<file path="config.mk">
export PLATFORM = sky130hd
export DESIGN_NAME = rtp_output_select
export DESIGN_NICKNAME = d
export VERILOG_FILES = /design/src/rtp_pkg.sv /design/src/rtp_timing_if.sv /design/src/rtp_hsync_gen.sv /design/src/rtp_vertical_window_gate_gen.sv /design/src/rtp_output_select.sv
export SDC_FILE = /design/constraint.sdc
export NUM_CORES = 1
export LEC_CHECK = 0
export ABC_AREA = 1
export BUFFER_PORTS_ARGS = -buffer_cell sky130_fd_sc_hd__buf_4
export CORE_MARGIN = 1
export CORE_UTILIZATION = 30
export CTS_CLUSTER_DIAMETER = 80
export CTS_CLUSTER_SIZE = 8
export DETAILED_ROUTE_END_ITERATION = 6
export GPL_TIMING_DRIVEN = 0
export PLACE_DENSITY_LB_ADDON = 0.25
export RECOVER_POWER = 25
export SKIP_CTS_REPAIR_TIMING = 1
export SYNTH_ARGS = -nofsm -noshare
export SYNTH_HDL_FRONTEND = slang
export SYNTH_SLANG_ARGS = --single-unit
</file>
<file path="constraint.sdc">
create_clock -name clk_sys -period 2.52 [get_ports clk_sys]
set_input_delay 0.126 -clock clk_sys [delete_from_list [all_inputs] [get_ports clk_sys]]
set_output_delay 0.126 -clock clk_sys [all_outputs]
set_load 0.02 [all_outputs]
</file>
<file path="src/rtp_pkg.sv">
// Shared constants and types for the real-time pin 0 output selector
package rtp_pkg;
    // Register indices; byte address is four times the index
    localparam logic [4:0] IDX_SYNC_BEGIN = 5'h06;
    localparam logic [4:0] IDX_SYNC_STOP = 5'h07;
    localparam logic [4:0] IDX_MODE_DELAY = 5'h11;
    localparam logic [4:0] IDX_OUTPUT_SEL = 5'h12;
    localparam logic [4:0] IDX_OUT_CTRL = 5'h13;
    localparam logic [4:0] IDX_VSTART_LO = 5'h15;
    localparam logic [4:0] IDX_VSTOP_LO = 5'h16;
    localparam logic [4:0] IDX_VERT_CTRL = 5'h17;
    localparam logic [4:0] IDX_STATUS = 5'h1F;
    // Field positions
    localparam int POS_INVERT = 3;
    localparam int POS_FINE_DELAY = 4;
    localparam int POS_LOCK_SPEED = 3;
    localparam int POS_VSTART_MSB = 0;
    localparam int POS_VSTOP_MSB = 1;
    localparam int POS_GATE_ADJUST = 2;
    // Values after reset
    localparam logic [7:0] RST_REG = 8'h00;
    localparam logic [16:0] RST_PHASE = 17'h00000;
    // Qualifier rates, derived into a phase step per system clock
    localparam int CLK_KHZ = 100000;
    localparam int PIXEL_KHZ = 13500;
    localparam logic [16:0] PHASE_STEP = 17'(2 * PIXEL_KHZ);
    localparam logic [16:0] PHASE_WRAP = 17'(CLK_KHZ);
    // Sync width step is eight clocks, fine step two clocks
    localparam int SYNC_STEP_SHIFT = 3;
    localparam int FINE_STEP_CLKS = 2;
    localparam int FINE_MAX_CLKS = 6;
    // Source select codes
    typedef enum logic [3:0] {
        SEL_TRISTATE = 4'b0000,
        SEL_LOW = 4'b0001,
        SEL_PIXEL_QUAL = 4'b0010,
        SEL_HALF_QUAL = 4'b0011,
        SEL_HLOCK = 4'b0100,
        SEL_FULL_LOCK = 4'b0101,
        SEL_LOCK_COLOUR = 4'b0110,
        SEL_LINE_REF = 4'b1000,
        SEL_HSYNC = 4'b1001,
        SEL_GATED_REF = 4'b1010,
        SEL_VSYNC = 4'b1100,
        SEL_VERTICAL_WINDOW_GATE = 4'b1101,
        SEL_ADC_LSB = 4'b1110,
        SEL_FIELD = 4'b1111
    } rtp_sel_t;
endpackage

</file>
<file path="src/rtp_timing_if.sv">
// Timing configuration and results between the selector and its generators
`timescale 1ns/1ps
interface rtp_timing_if;
    logic [10:0] pixelCount;
    logic [8:0] lineCount;
    logic [7:0] syncBeginPos;
    logic [7:0] syncStopPos;
    logic [1:0] horizFineDelay;
    logic [8:0] vertStartLine;
    logic [8:0] vertStopLine;
    logic vertGateAdjust;
    logic horizSyncPulse;
    logic verticalWindowGate;

    modport hsGen (
        input pixelCount,
        input syncBeginPos,
        input syncStopPos,
        input horizFineDelay,
        output horizSyncPulse
    );
    modport vgGen (
        input lineCount,
        input vertStartLine,
        input vertStopLine,
        input vertGateAdjust,
        output verticalWindowGate
    );
endinterface

</file>
<file path="src/rtp_hsync_gen.sv">
// Horizontal sync pulse with coarse width and fine position delay
`timescale 1ns/1ps
module rtp_hsync_gen (
    input wire logic clk_sys,
    input wire logic resetn,
    rtp_timing_if.hsGen tim
);
    logic rawSync;
    logic [rtp_pkg::FINE_MAX_CLKS:0] delayQ;
    logic [2:0] tap;
    logic [7:0] coarsePos;

    // Coarse position counts in eight-clock steps
    assign coarsePos = tim.pixelCount[rtp_pkg::SYNC_STEP_SHIFT +: 8];
    assign rawSync = (coarsePos >= tim.syncBeginPos) &&
                     (coarsePos < tim.syncStopPos);
    assign delayQ[0] = rawSync;

    // Delay line; one tap per clock so every fine step is reachable
    genvar i;
    generate
        for (i = 1; i <= rtp_pkg::FINE_MAX_CLKS; i++) begin : gStage
            always_ff @(posedge clk_sys) begin
                if (!resetn) begin
                    delayQ[i] <= 1'b0;
                end else begin
                    delayQ[i] <= delayQ[i-1];
                end
            end
        end
    endgenerate

    assign tap = 3'({1'b0, tim.horizFineDelay} * 3'(rtp_pkg::FINE_STEP_CLKS));
    assign tim.horizSyncPulse = delayQ[tap];
endmodule

</file>
<file path="src/rtp_vertical_window_gate_gen.sv">
// Vertical window gate between a start and a stop line
`timescale 1ns/1ps
module rtp_vertical_window_gate_gen (
    input wire logic clk_sys,
    input wire logic resetn,
    rtp_timing_if.vgGen tim
);
    logic gateQ;
    logic [8:0] effLine;

    // Adjust bit moves both gate edges one line later
    assign effLine = tim.vertGateAdjust ? 9'(tim.lineCount - 9'h001) :
                     tim.lineCount;

    always_ff @(posedge clk_sys) begin
        if (!resetn) begin
            gateQ <= 1'b0;
        end else if (effLine == tim.vertStartLine) begin
            gateQ <= 1'b1;
        end else if (effLine == tim.vertStopLine) begin
            gateQ <= 1'b0;
        end
    end
    assign tim.verticalWindowGate = gateQ;
endmodule

</file>
<file path="src/rtp_output_select.sv">
// Real-time pin 0 source selector with APB register access
//
// Local design decision: register access over APB.
`timescale 1ns/1ps
module rtp_output_select (
    input wire logic clk_sys,
    input wire logic resetn,
    input wire logic psel,
    input wire logic penable,
    input wire logic pwrite,
    input wire logic [31:0] paddr,
    input wire logic [31:0] pwdata,
    output logic [31:0] prdata,
    output logic pready,
    output logic pslverr,
    input wire logic [10:0] pixelCount,
    input wire logic [8:0] lineCount,
    input wire logic hLockStandard,
    input wire logic hLockFast,
    input wire logic vLock,
    input wire logic colourDetect,
    input wire logic activeLineRef,
    input wire logic verticalSyncOut,
    input wire logic adcLsb,
    input wire logic fieldParity,
    output logic realtimePin0Out,
    output logic realtimePin0OeN
);
    rtp_timing_if tim();

    logic [7:0] syncBeginQ;
    logic [7:0] syncStopQ;
    logic [7:0] modeDelayQ;
    logic [7:0] outputSelQ;
    logic [7:0] outCtrlQ;
    logic [7:0] vStartLoQ;
    logic [7:0] vStopLoQ;
    logic [7:0] vertCtrlQ;
    logic [31:0] prdataQ;
    logic [4:0] regIdx;
    logic wrEn;
    logic [16:0] phaseQ;
    logic pixelQualQ;
    logic halfQualQ;
    logic fieldIdentQ;
    logic pinQ;
    logic oeNQ;
    logic pinD;
    logic oeND;
    logic selRaw;
    logic horizontalLockFlag;
    logic realtimePin0Invert;
    rtp_pkg::rtp_sel_t srcSel;

    // Offset decode shared by write enable and error answer
    function automatic logic isMapped(input logic [4:0] idx);
        unique case (idx)
            rtp_pkg::IDX_SYNC_BEGIN, rtp_pkg::IDX_SYNC_STOP,
            rtp_pkg::IDX_MODE_DELAY, rtp_pkg::IDX_OUTPUT_SEL,
            rtp_pkg::IDX_OUT_CTRL, rtp_pkg::IDX_VSTART_LO,
            rtp_pkg::IDX_VSTOP_LO, rtp_pkg::IDX_VERT_CTRL,
            rtp_pkg::IDX_STATUS: isMapped = 1'b1;
            default: isMapped = 1'b0;
        endcase
    endfunction

    // Word index; upper address bits must be zero to hit
    assign regIdx = paddr[6:2];
    assign wrEn = psel && penable && pwrite && isMapped(regIdx) &&
                  (paddr[31:7] == 25'h0000000) && (paddr[1:0] == 2'b00);

    // Zero wait states: read data is captured during setup
    assign pready = 1'b1;
    assign pslverr = psel && penable && !(isMapped(regIdx) &&
                     (paddr[31:7] == 25'h0000000) && (paddr[1:0] == 2'b00));
    assign prdata = prdataQ;

    // Register writes; status is read-only and ignores writes
    always_ff @(posedge clk_sys) begin
        if (!resetn) begin
            syncBeginQ <= rtp_pkg::RST_REG;
            syncStopQ <= rtp_pkg::RST_REG;
            modeDelayQ <= rtp_pkg::RST_REG;
            outputSelQ <= rtp_pkg::RST_REG;
            outCtrlQ <= rtp_pkg::RST_REG;
            vStartLoQ <= rtp_pkg::RST_REG;
            vStopLoQ <= rtp_pkg::RST_REG;
            vertCtrlQ <= rtp_pkg::RST_REG;
        end else if (wrEn) begin
            unique case (regIdx)
                rtp_pkg::IDX_SYNC_BEGIN: syncBeginQ <= pwdata[7:0];
                rtp_pkg::IDX_SYNC_STOP: syncStopQ <= pwdata[7:0];
                rtp_pkg::IDX_MODE_DELAY: modeDelayQ <= pwdata[7:0];
                rtp_pkg::IDX_OUTPUT_SEL: outputSelQ <= pwdata[7:0];
                rtp_pkg::IDX_OUT_CTRL: outCtrlQ <= pwdata[7:0];
                rtp_pkg::IDX_VSTART_LO: vStartLoQ <= pwdata[7:0];
                rtp_pkg::IDX_VSTOP_LO: vStopLoQ <= pwdata[7:0];
                rtp_pkg::IDX_VERT_CTRL: vertCtrlQ <= pwdata[7:0];
                default: ;
            endcase
        end
    end

    // Read capture in the setup cycle; unmapped reads return zero
    always_ff @(posedge clk_sys) begin
        if (!resetn) begin
            prdataQ <= 32'h00000000;
        end else if (psel && !penable) begin
            prdataQ <= 32'h00000000;
            if (!pwrite && paddr[31:7] == 25'h0000000 &&
                paddr[1:0] == 2'b00) begin
                unique case (regIdx)
                    rtp_pkg::IDX_SYNC_BEGIN: prdataQ[7:0] <= syncBeginQ;
                    rtp_pkg::IDX_SYNC_STOP: prdataQ[7:0] <= syncStopQ;
                    rtp_pkg::IDX_MODE_DELAY: prdataQ[7:0] <= modeDelayQ;
                    rtp_pkg::IDX_OUTPUT_SEL: prdataQ[7:0] <= outputSelQ;
                    rtp_pkg::IDX_OUT_CTRL: prdataQ[7:0] <= outCtrlQ;
                    rtp_pkg::IDX_VSTART_LO: prdataQ[7:0] <= vStartLoQ;
                    rtp_pkg::IDX_VSTOP_LO: prdataQ[7:0] <= vStopLoQ;
                    rtp_pkg::IDX_VERT_CTRL: prdataQ[7:0] <= vertCtrlQ;
                    rtp_pkg::IDX_STATUS: prdataQ[7:0] <= {fieldIdentQ,
                        tim.verticalWindowGate, tim.horizSyncPulse,
                        horizontalLockFlag, vLock, colourDetect,
                        oeNQ, pinQ};
                    default: ;
                endcase
            end
        end
    end

    // Configuration handed to the timing generators
    assign tim.pixelCount = pixelCount;
    assign tim.lineCount = lineCount;
    assign tim.syncBeginPos = syncBeginQ;
    assign tim.syncStopPos = syncStopQ;
    assign tim.horizFineDelay = modeDelayQ[rtp_pkg::POS_FINE_DELAY +: 2];
    assign tim.vertStartLine = {vertCtrlQ[rtp_pkg::POS_VSTART_MSB], vStartLoQ};
    assign tim.vertStopLine = {vertCtrlQ[rtp_pkg::POS_VSTOP_MSB], vStopLoQ};
    assign tim.vertGateAdjust = vertCtrlQ[rtp_pkg::POS_GATE_ADJUST];

    rtp_hsync_gen uHsync (
        .clk_sys(clk_sys),
        .resetn(resetn),
        .tim(tim.hsGen)
    );

    rtp_vertical_window_gate_gen uVgate (
        .clk_sys(clk_sys),
        .resetn(resetn),
        .tim(tim.vgGen)
    );

    // 13.5 MHz qualifier
    // Phase accumulator: 100 MHz has no integer ratio, so edges jitter
    // by one clock while the average rate is exact
    always_ff @(posedge clk_sys) begin
        if (!resetn) begin
            phaseQ <= rtp_pkg::RST_PHASE;
            pixelQualQ <= 1'b0;
        end else if (phaseQ + rtp_pkg::PHASE_STEP >= rtp_pkg::PHASE_WRAP) begin
            phaseQ <= 17'(phaseQ + rtp_pkg::PHASE_STEP - rtp_pkg::PHASE_WRAP);
            pixelQualQ <= !pixelQualQ;
        end else begin
            phaseQ <= 17'(phaseQ + rtp_pkg::PHASE_STEP);
        end
    end

    always_ff @(posedge clk_sys) begin
        if (!resetn) begin
            halfQualQ <= 1'b0;
        end else if (pixelQualQ && !pinQualNext()) begin
            halfQualQ <= !halfQualQ;
        end
    end

    // Falling edge of the pixel qualifier happens in the wrapping cycle
    function automatic logic pinQualNext();
        pinQualNext = (phaseQ + rtp_pkg::PHASE_STEP >= rtp_pkg::PHASE_WRAP) ?
                      !pixelQualQ : pixelQualQ;
    endfunction

    // field ident changes at start line
    always_ff @(posedge clk_sys) begin
        if (!resetn) begin
            fieldIdentQ <= 1'b0;
        end else if (lineCount == tim.vertStartLine) begin
            fieldIdentQ <= fieldParity;
        end
    end

    assign horizontalLockFlag = outCtrlQ[rtp_pkg::POS_LOCK_SPEED] ?
                                hLockFast : hLockStandard;
    assign realtimePin0Invert = modeDelayQ[rtp_pkg::POS_INVERT];
    assign srcSel = rtp_pkg::rtp_sel_t'(outputSelQ[3:0]);

    // source select decode
    // Reserved codes drive the invert bit level so the pin never floats by accident
    always_comb begin
        selRaw = 1'b0;
        oeND = 1'b0;
        unique case (outputSelQ[3:0])
            rtp_pkg::SEL_TRISTATE: oeND = 1'b1;
            rtp_pkg::SEL_LOW: selRaw = 1'b0;
            rtp_pkg::SEL_PIXEL_QUAL: selRaw = pixelQualQ;
            rtp_pkg::SEL_HALF_QUAL: selRaw = halfQualQ;
            rtp_pkg::SEL_HLOCK: selRaw = horizontalLockFlag;
            rtp_pkg::SEL_FULL_LOCK: selRaw = vLock && horizontalLockFlag;
            rtp_pkg::SEL_LOCK_COLOUR: selRaw = vLock && horizontalLockFlag &&
                                               colourDetect;
            rtp_pkg::SEL_LINE_REF: selRaw = activeLineRef;
            rtp_pkg::SEL_HSYNC: selRaw = tim.horizSyncPulse;
            rtp_pkg::SEL_GATED_REF: selRaw = activeLineRef &&
                                             tim.verticalWindowGate;
            rtp_pkg::SEL_VSYNC: selRaw = verticalSyncOut;
            rtp_pkg::SEL_VERTICAL_WINDOW_GATE: selRaw = tim.verticalWindowGate;
            rtp_pkg::SEL_ADC_LSB: selRaw = adcLsb;
            rtp_pkg::SEL_FIELD: selRaw = fieldIdentQ;
            default: selRaw = 1'b0;
        endcase
        pinD = selRaw ^ realtimePin0Invert;
    end

    always_ff @(posedge clk_sys) begin
        if (!resetn) begin
            pinQ <= 1'b0;
            oeNQ <= 1'b1;
        end else begin
            pinQ <= oeND ? 1'b0 : pinD;
            oeNQ <= oeND;
        end
    end
    assign realtimePin0Out = pinQ;
    assign realtimePin0OeN = oeNQ;
endmodule

</file>
==> summary.log, run 1 <==
qor: status.outcome finished clean
qor: sta.timing.fmax 0.4378 GHz
qor: setup_path.crit_fanout 6
qor: final_layout.postLayoutCellArea 7680 µm²
qor: die.floorplan.die.width 147.5 µm
qor: power.power-per-cell-area 624.9 nW/µm²
qor: grt.gr-usage-all-layers 18.12%
qor: power.p_total 4.799 mW
qor: power.swShare 35.83%
qor: setup_path.crit_required 2740 ps
qor: final_layout.diodes 0
qor: placed_design.dpl_cell_area 7315 µm²
qor: power.clock_power_share 29.6%
qor: grt.grt_antenna_before_repair 0
qor: setup_path.crit_path_end_kind register
qor: die.die-area 21750 µm²
qor: die.fp.coreArea 20490 µm²
qor: die.die-height 147.5 µm
qor: synthesis.synth_largest_area_cell dfxtp_1
qor: clock_tree.cts_made_buffers 9
qor: placed_design.placement_setup_slack -209.6 ps
qor: setup_path.cp_data_arrival_time 2500 ps
qor: synthesis.dominantRegCellSynth dfxtp_1
qor: setup_path.reg2reg_setup_slack 240 ps
qor: clock_tree.cts_tree built
qor: route.vias 6328
qor: route.drt_iter0_markers 457
qor: placed_design.routabilityCongestion 0.9114
qor: sta.timing_hold_violations_final 0
qor: power.power.combinational.fraction 34.0%
qor: synthesis.yosys_warnings 0
qor: final_layout.share_of_cells_above_drive_strength_1 13.78%
qor: synthesis.synthTopCellsByArea dfxtp_1 31%, nand2_1 17%, nor2_1 11%, inv_1 7.7%, ha_1 4.1%
qor: sta.final.setup.tns 0 ps
qor: sta.worst_clock_skew 11.40 ps
qor: final_layout.num-nets-final 1238
qor: sta.worst_hold_slack 84.84 ps
qor: placed_design.number_of_buffers_added_on_ports 72
qor: sta.period_needed 2284 ps
qor: synthesis.ys_seq_area_share 30.90%
qor: synthesis.yosysTopAreaCellShare 30.90%
qor: synthesis.syn-cell-area 6350 µm²
qor: run.max_cap_viol_count 0
qor: setup_path.crit_type reg -> reg
qor: power.worst_voltage_drop_across_the_vdd_grid 0.3021 mV
qor: die.num_io_pins 133
qor: grt.grt_start_max_net_pins 15
qor: clock_tree.ctsLongestPathBuffers 2
qor: power.power.share.sequential 36.3%
qor: die.num_rows 52
qor: route.viasPerCell 4.536
qor: hold_path.worst_hold_path.num_cells 3
qor: synthesis.synth.distinct_cells 36
qor: sta.timing.max_slew.rel_slack 37.18%
qor: sta.worst_slew_pin_slew 938.9 ps
qor: sta.setup_violations 0
qor: synthesis.synthesis.area_per_instance 6.293 µm²
qor: route.average_routed_wire_per_standard_cell 13.72 µm
qor: clock_tree.numClockSinks 98
qor: route.ant_nets 0
qor: clock_tree.worstSkewPairLatency 350 ps
qor: route.drc_violations_left 0
qor: setup_path.r2r_cells 14
qor: setup_path.cp-start-kind register
qor: clock_tree.cts_root_buf clkbuf_16
qor: grt.grt_pass1_vias 5907
qor: sta.timing.final.ws_setup 236.0 ps
qor: synthesis.synth-async-reset-ratio 0%
qor: route.wirelength 19130 µm
qor: placed_design.place.detailed.hpwl 15200 µm
qor: synthesis.synth_enable_flop_cells 0
qor: grt.grt_pass1_wl 30790 µm
qor: synthesis.post_synth_inst_count 1009
qor: route.dr.pass1.iters 5
qor: clock_tree.cts-htree-levels 3
qor: clock_tree.cts.reportedPaths.clkPinSlew 70 ps
qor: grt.globalRoute.totalOverflow 0
qor: power.total_switching_power 1.720 mW
qor: final_layout.syn_to_final_growth 20.95%
qor: die.initial_utilization 30.98%
qor: power.power.leakage 3.953 nW
qor: sta.slew_viol_final 0
qor: power.cell_internal_pwr 3.080 mW
qor: hold_path.holdCritPathClass in -> reg
qor: sta.timing.final.crit_share 90.63%
qor: synthesis.postSynthRegisterBits 98
## sequential cells by signal, summed over array words and instances (netlist names), 6 cells and up
signal,count
vStopLoQ,8
vertCtrlQ,8
syncBeginQ,8
phaseQ,14
vStartLoQ,8
outCtrlQ,8
modeDelayQ,8
uHsync.delayQ,6
syncStopQ,8
outputSelQ,8
prdata,8
## worst max-delay path, cell delays in order, from the launching register on
cell and delay, ps:
dfxtp_1 350, inv_1 100, ha_2 240, xnor2_4 230, ha_2 210, inv_1 40
nand2_1 50, nand2_1 140, nand3_4 130, nand4_4 130, nand2_2 100, inv_1 60
ha_1 180, xnor2_1 130, nor2_1 50
## final timing paths
kind,from,end
worst min register to register,uHsync.delayQ[3],uHsync.delayQ[4]
worst min-delay path,fieldParity,fieldIdentQ
worst max-delay path,phaseQ[3],halfQualQ
worst max register to register,phaseQ[3],halfQualQ
## stage by stage
stage               utilization [%]  instances
floorplan                         -       1032
global placement              35.69       1374
detailed placement            35.69       1374
CTS                           37.15       1390
global route                  37.47       1395
finish                        37.47       1395
## synthesized netlist by cell type (all sizes together) (4+ instances only)
cell     count
ha          21
xnor2        9
xor2        28
nand2      293
buf         48
nor2       193
o2111ai      4
dfxtp       98
nand3       61
clkbuf       6
nor3         8
inv        132
nor4         4
a21oi       44
nand4       15
o22ai       20
o21ai        9
## area by class of cell
type | instances | area [µm²]
clock buffer | 14 | 264.0
buffer | 54 | 381.6
fill | 2299 | 12810
sequential | 98 | 1962
inverter | 132 | 495.5
tap | 270 | 337.8
timing repair buffer | 77 | 536.8
clock inverter | 2 | 35.03
multi-input combinational | 748 | 3667
## power by group through the flow
| stage | sequential, mW | clock, mW | combinational, mW |
|---|---|---|---|
| finish | 1.74 | 1.42 | 1.63 |
| global route | 1.75 | 1.52 | 1.86 |
| CTS | 1.73 | 1.44 | 1.48 |
| detailed placement | 1.77 | 0 | 1.47 |
| global placement | 1.77 | 0 | 1.46 |
| floorplan | 1.74 | 0 | 1.13 |
## layer usage
metal  wire [µm]  up-vias  global-route usage (%)  part of all wire [%]
li1            -     3325                       -                     -
met4         573        0                   7.938                   3.0
met5           0        -                       0                     0
met3        1136       28                   2.685                   5.9
met1        8842     2786                   24.29                    46
met2        8581      189                   28.80                    45
## kinds of logic (layout without fill, tap and decap cells)
logic type / Yosys count / count (layout) / synth area share (%)
other: 2 / 25 / 0.1183
buffers and inverters: 186 / 279 / 13.81
xor gates and xnor gates: 38 / 38 / 5.458
and+or+nand+nor: 580 / 580 / 37.97
adders and majority gates: 21 / 21 / 4.138
AOI/OAI and AO/OA: 84 / 84 / 7.606
DFF: 98 / 98 / 30.90
## layout by cell type, fill, tap and decap left out, drive strengths merged, types with 8 or more instances in the layout
| master | netlist | final |
|---|---|---|
| o22ai | 20 | 20 |
| dfxtp | 98 | 98 |
| a21oi | 44 | 44 |
| nor3 | 8 | 8 |
| nand4 | 15 | 15 |
| ha | 21 | 21 |
| xnor2 | 9 | 9 |
| o21ai | 9 | 9 |
| inv | 132 | 132 |
| xor2 | 28 | 28 |
| conb | 2 | 25 |
| clkbuf | 6 | 32 |
| nand3 | 61 | 61 |
| buf | 48 | 113 |
| nand2 | 293 | 293 |
| nor2 | 193 | 193 |
Note: power is estimated with default switching activity, not from simulation.
==> run 2, diff against run 1 <==
--- a/config.mk
+++ b/config.mk
@@ -6,15 +6,16 @@
 export NUM_CORES = 1
 export LEC_CHECK = 0
 export ABC_AREA = 1
-export BUFFER_PORTS_ARGS = -buffer_cell sky130_fd_sc_hd__buf_4
 export CORE_MARGIN = 1
 export CORE_UTILIZATION = 30
 export CTS_CLUSTER_DIAMETER = 80
 export CTS_CLUSTER_SIZE = 8
 export DETAILED_ROUTE_END_ITERATION = 6
+export DONT_BUFFER_PORTS = 1
 export GPL_TIMING_DRIVEN = 0
 export PLACE_DENSITY_LB_ADDON = 0.25
 export RECOVER_POWER = 25
+export SETUP_SLACK_MARGIN = 0.4
 export SKIP_CTS_REPAIR_TIMING = 1
 export SYNTH_ARGS = -nofsm -noshare
 export SYNTH_HDL_FRONTEND = slang
==> summary.log, run 2 (same netlist as run 1, synthesis figures left out) <==
qor: status.outcome finished clean
qor: placed_design.number_of_buffers_added_on_ports 0
qor: setup_path.r2r-start phaseQ[5]
qor: final_layout.num-nets-final 1178
qor: clock_tree.cts_made_buffers 9
qor: grt.grt_pass1_wl 29990 µm
qor: route.vias 6143
qor: sta.rsz0062_at_grt yes
qor: clock_tree.cts_tree built
qor: grt.met1_track_demand_over_resource_in_global_routing 23.46%
qor: route.dr.pass1.iters 5
qor: power.power.share.sequential 34.4%
qor: sta.timing.fmax 0.4871 GHz
qor: grt.global_route.peak_usage_layer met2
qor: die.initial_utilization 30.98%
qor: power.clock_power_share 31.4%
qor: power.p_total 5.111 mW
qor: sta.timing.final.ws_setup 467.2 ps
qor: route.drc_violations_left 0
qor: grt.grt_start_max_net_pins 16
qor: final_layout.layout.core_utilization 36.34%
qor: power.swShare 35.18%
qor: sta.worst_hold_slack 84.92 ps
qor: final_layout.syn_to_final_growth 17.28%
qor: placed_design.dpl_cell_area 6824 µm²
qor: final_layout.layout_common_cells 280 x nand2_1, 188 x nor2_1, 126 x inv_1
qor: placed_design.placement_setup_slack 57.42 ps
qor: final_layout.regMostFlops phaseQ
qor: setup_path.cp-start-kind register
qor: die.fp.coreArea 20490 µm²
qor: final_layout.share_of_cells_above_drive_strength_1 12.49%
qor: grt.grt_pass1_vias 5532
qor: power.worst_voltage_drop_across_the_vdd_grid 0.3242 mV
qor: power.total_switching_power 1.798 mW
qor: setup_path.crit_required 2740 ps
qor: setup_path.cp_data_arrival_time 2280 ps
qor: route.drt_iter0_markers 404
qor: grt.globalRoute.totalOverflow 0
qor: final_layout.most_common_library_cell_in_the_layout_ignoring_fill_and_taps nand2_1
qor: route.ant_nets 0
qor: setup_path.crit_end halfQualQ
qor: die.floorplan.die.width 147.5 µm
qor: power.cell_internal_pwr 3.313 mW
qor: setup_path.crit_type reg -> reg
qor: clock_tree.cts.reportedPaths.clkPinSlew 70 ps
qor: placed_design.dpl.cell_count 1302
qor: final_layout.sequential_cell_area 1972 µm²
qor: setup_path.reg2reg_to halfQualQ
qor: power.power.leakage 3.725 nW
qor: sta.timing.max_slew.rel_slack 38.46%
qor: sta.slew_viol_final 0
qor: run.max_cap_viol_count 0
qor: sta.setup_violations 0
qor: clock_tree.ctsLongestPathBuffers 2
qor: final_layout.largest_register_ffs 14
qor: final_layout.postLayoutCellArea 7447 µm²
qor: sta.period_needed 2053 ps
qor: placed_design.place.detailed.hpwl 15140 µm
qor: setup_path.r2r_cells 14
qor: sta.worst_slew_pin_slew 919.1 ps
qor: grt.grt_antenna_before_repair 1
qor: setup_path.worst_setup_path_startpoint phaseQ[5]
qor: hold_path.holdCritPathClass in -> reg
qor: clock_tree.cts-htree-levels 3
qor: placed_design.routabilityCongestion 0.9272
qor: grt.grt_use_met3 3.704%
qor: power.power.combinational.fraction 34.2%
qor: sta.timing_hold_violations_final 0
qor: clock_tree.numClockSinks 98
qor: final_layout.fin_cells 1336
qor: clock_tree.cts_root_buf clkbuf_16
qor: final_layout.multiInputGateArea 3754 µm²
qor: die.num_rows 52
qor: setup_path.crit_path_end_kind register
qor: route.average_routed_wire_per_standard_cell 14.45 µm
qor: route.viasPerCell 4.598
qor: power.power-per-cell-area 686.4 nW/µm²
qor: sta.timing.final.crit_share 81.46%
qor: die.die-height 147.5 µm
qor: clock_tree.worstSkewPairLatency 360 ps
qor: final_layout.final.fill_count 2256
qor: grt.grt_util_met2 28.99%
qor: die.num_io_pins 133
qor: die.die-area 21750 µm²
qor: sta.worst_clock_skew 9.647 ps
qor: grt.gr-usage-all-layers 18.02%
qor: setup_path.crit_fanout 4
qor: setup_path.reg2reg_setup_slack 470 ps
qor: route.wirelength 19310 µm
qor: sta.final.setup.tns 0 ps
## run 2: cell types whose count changed in the layout (fill, tap and decap cells not counted), moves of 4 or more
cell	previous run	this run
buf_4	90	40
clkbuf_1	20	6
nand2_1	289	280
nand2_2	4	11
dfxtp_1	98	92
dfxtp_2	0	5
inv_1	130	126
## run 2: worst min path at each step
stage            startpoint          end  slack [ps]  cells past startpoint
3_5_place_dp         resetn    prdata[0]         320                      2
6_report       lineCount[3]  fieldIdentQ          80                      3
4_1_cts              resetn    prdata[0]         -50                      2
2_1_floorplan        resetn    prdata[0]         290                      2
3_3_place_gp         resetn    prdata[0]         320                      2
5_1_grt        lineCount[3]  fieldIdentQ         100                      3
## run 2: per-layer routing
| metal | part of all wire [%] | vias to the layer above |
|---|---|---|
| li1 | - | 3202 |
| met1 | 47 | 2756 |
| met2 | 45 | 158 |
| met3 | 5.6 | 27 |
| met4 | 2.7 | 0 |
| met5 | 0 | - |
## run 2: final cells by class
type / count / area share (%)
well taps: 270 / 4.536
inverters: 132 / 6.720
repair buffers: 17 / 1.949
multi-input cells: 748 / 50.40
clock inverters: 3 / 0.9241
clock buffers: 13 / 3.763
diodes: 1 / 0.03360
flip-flops and latches: 98 / 26.48
plain buffers: 54 / 5.192
## run 2: power by group through the flow
stage	Combinational, mW	Clock, mW	Sequential, mW
2_1_floorplan	1.17	0	1.75
3_3_place_gp	1.43	0	1.78
3_5_place_dp	1.43	0	1.78
4_1_cts	1.44	1.63	1.74
5_1_grt	1.98	1.69	1.77
6_report	1.75	1.60	1.76
## run 2: critical path: stages, from the launching register on
cell and delay, ps:
dfxtp_4 360, nor2_4 150, nand2_2 80, nand2_2 70
and2_4 160, ha_2 160, nand4_1 90, nor2_1 150
nand3_2 110, nand4_4 140, nand2_4 70, inv_4 70
ha_4 130, xnor2_2 110, nor2_1 50
==> run 3, diff against run 2 <==
==> constraint.sdc (replaced) <==
create_clock -name clk_sys -period 2.1 [get_ports clk_sys]
set_input_delay 0.105 -clock clk_sys [delete_from_list [all_inputs] [get_ports clk_sys]]
set_output_delay 0.105 -clock clk_sys [all_outputs]
set_load 0.02 [all_outputs]
==> summary.log, run 3 (same netlist as run 1, synthesis figures left out) <==
qor: sta.timing.final.crit_share 96.42%
qor: grt.global_route.peak_usage_layer met2
qor: setup_path.crit_type reg -> reg
qor: power.power.leakage 3.762 nW
qor: clock_tree.cts.reportedPaths.clkPinSlew 70 ps
qor: grt.gr-usage-all-layers 18.44%
qor: sta.timing.max_slew.rel_slack 34.98%
qor: final_layout.num-nets-final 1184
qor: clock_tree.ctsLongestPathBuffers 2
qor: hold_path.hold_path.startpoint fieldParity
qor: placed_design.number_of_buffers_added_on_ports 0
qor: setup_path.cp_data_arrival_time 2250 ps
qor: sta.timing.fmax 0.4939 GHz
qor: die.num_io_pins 133
qor: die.floorplan.die.width 147.5 µm
qor: route.viasPerCell 4.648
qor: die.initial_utilization 30.98%
qor: run.max_cap_viol_count 0
qor: die.die-height 147.5 µm
qor: die.die-area 21750 µm²
qor: hold_path.holdPathEnd fieldIdentQ
qor: clock_tree.cts_root_buf clkbuf_16
qor: final_layout.regMostFlops phaseQ
qor: grt.grt_antenna_before_repair 0
qor: route.average_routed_wire_per_standard_cell 14.84 µm
qor: route.dr.pass1.iters 7
qor: hold_path.worst_hold_path.num_cells 2
qor: final_layout.diodes 0
qor: placed_design.placement_setup_slack -202.4 ps
qor: sta.period_needed 2025 ps
qor: grt.met1_track_demand_over_resource_in_global_routing 23.74%
qor: setup_path.r2r-start phaseQ[4]
qor: setup_path.cp-start-kind register
qor: sta.final.setup.tns 0 ps
qor: grt.grt_use_met3 3.519%
qor: sta.worst_slew_pin_slew 971.8 ps
qor: status.outcome complete, but fails checks
qor: power.power-per-cell-area 800.7 nW/µm²
qor: sta.setup_violations 0
qor: placed_design.routabilityCongestion 0.9004
qor: hold_path.holdCritPathClass in -> reg
qor: placed_design.place.detailed.hpwl 15160 µm
qor: grt.globalRoute.totalOverflow 0
qor: setup_path.reg2reg_to halfQualQ
qor: setup_path.crit_path_end_kind register
qor: setup_path.crit_required 2330 ps
qor: final_layout.layout_common_cells 269 x nand2_1, 181 x nor2_1, 120 x inv_1
qor: final_layout.syn_to_final_growth 20.34%
qor: setup_path.r2r_cells 14
qor: final_layout.largest_register_ffs 14
qor: grt.grt_util_met2 30.09%
qor: clock_tree.cts-htree-levels 3
qor: setup_path.crit_fanout 5
qor: route.drt_iter0_markers 354
qor: clock_tree.worstSkewPairLatency 360 ps
qor: clock_tree.cts_tree built
qor: status.failing_checks negative hold slack
qor: clock_tree.cts_made_buffers 9
qor: power.worst_voltage_drop_across_the_vdd_grid 0.3867 mV
qor: route.ant_nets 0
qor: grt.grt_pass1_wl 30790 µm
qor: sta.timing.final.ws_setup 75.15 ps
qor: sta.rsz0062_at_grt yes
qor: final_layout.share_of_cells_above_drive_strength_1 17.10%
qor: die.fp.coreArea 20490 µm²
qor: clock_tree.numClockSinks 98
qor: grt.grt_start_max_net_pins 16
qor: sta.timing_hold_violations_final 2
qor: route.vias 6228
qor: setup_path.reg2reg_setup_slack 80 ps
qor: sta.worst_clock_skew 7.815 ps
qor: final_layout.most_common_library_cell_in_the_layout_ignoring_fill_and_taps nand2_1
qor: sta.slew_viol_final 0
qor: route.drc_violations_left 0
qor: die.num_rows 52
qor: sta.worst_hold_slack -51.65 ps
qor: route.wirelength 19890 µm
qor: grt.grt_pass1_vias 5644
run 3: cell count changes in the layout (fill, tap and decap cells not counted), moves of 6 or more:
cell,delta
nor2_2,+6
dfxtp_2,+8
nand2_1,-11
ha_4,+6
inv_1,-6
nor2_1,-7
dfxtp_1,-9
nand2_2,+6
run 3: worst max-delay path by stage:
stage                         start  depth (start not counted)         to  slack [ps]
final                     phaseQ[4]                         14  halfQualQ          80
after global routing      phaseQ[3]                         14  halfQualQ         -40
after CTS                 phaseQ[3]                         15  halfQualQ        -220
after detailed placement  phaseQ[3]                         15  halfQualQ        -200
after global placement    phaseQ[3]                         15  halfQualQ        -180
after floorplan           phaseQ[4]                         14  halfQualQ         110
run 3: layout make-up:
type / instances / area (µm²)
clock inverter: 5 / 55.05
clock buffer: 10 / 239.0
timing repair buffer: 23 / 198.9
fill: 2207 / 12850
sequential: 98 / 1986
tap: 270 / 337.8
buffer: 54 / 375.4
inverter: 132 / 508.0
multi-input combinational: 748 / 3941
run 3: power breakdown:
part	switching, mW	internal (mW)	total [mW]
Clock	0.755	0.946	1.70
Combinational	1.38	0.894	2.27
Sequential	0.154	1.99	2.14
Total	2.29	3.83	6.12
run 3: worst max-delay path, cell delays in order (launching register included):
cell and delay, ps:
dfxtp_2 360, inv_2 60, ha_4 190, xnor2_4 220, ha_4 180, inv_2 30
nand2_2 70, nand2_4 70, nand3_4 80, nand4_4 160, nand2_4 120, inv_4 40
ha_4 150, xnor2_2 110, nor2_1 50
run 3: per-layer routing:
| metal | vias up | wire length (µm) |
|---|---|---|
| met3 | 28 | 1140 |
| met1 | 2832 | 9069 |
| li1 | 3207 | - |
| met2 | 161 | 9099 |
| met4 | 0 | 576 |
| met5 | - | 0 |
run 3: through the flow:
stage	total power [mW]	area [µm²]	util [%]	hold slack, ps	cells
after floorplan	3.598	6530	-	271.1	1032
after global placement	3.941	6868	33.51	301.7	1302
after detailed placement	3.950	6868	33.51	310.5	1302
after CTS	5.645	7162	34.95	-59.44	1317
after global routing	6.492	7641	37.28	-10.69	1340
final	6.118	7641	37.28	-51.65	1340
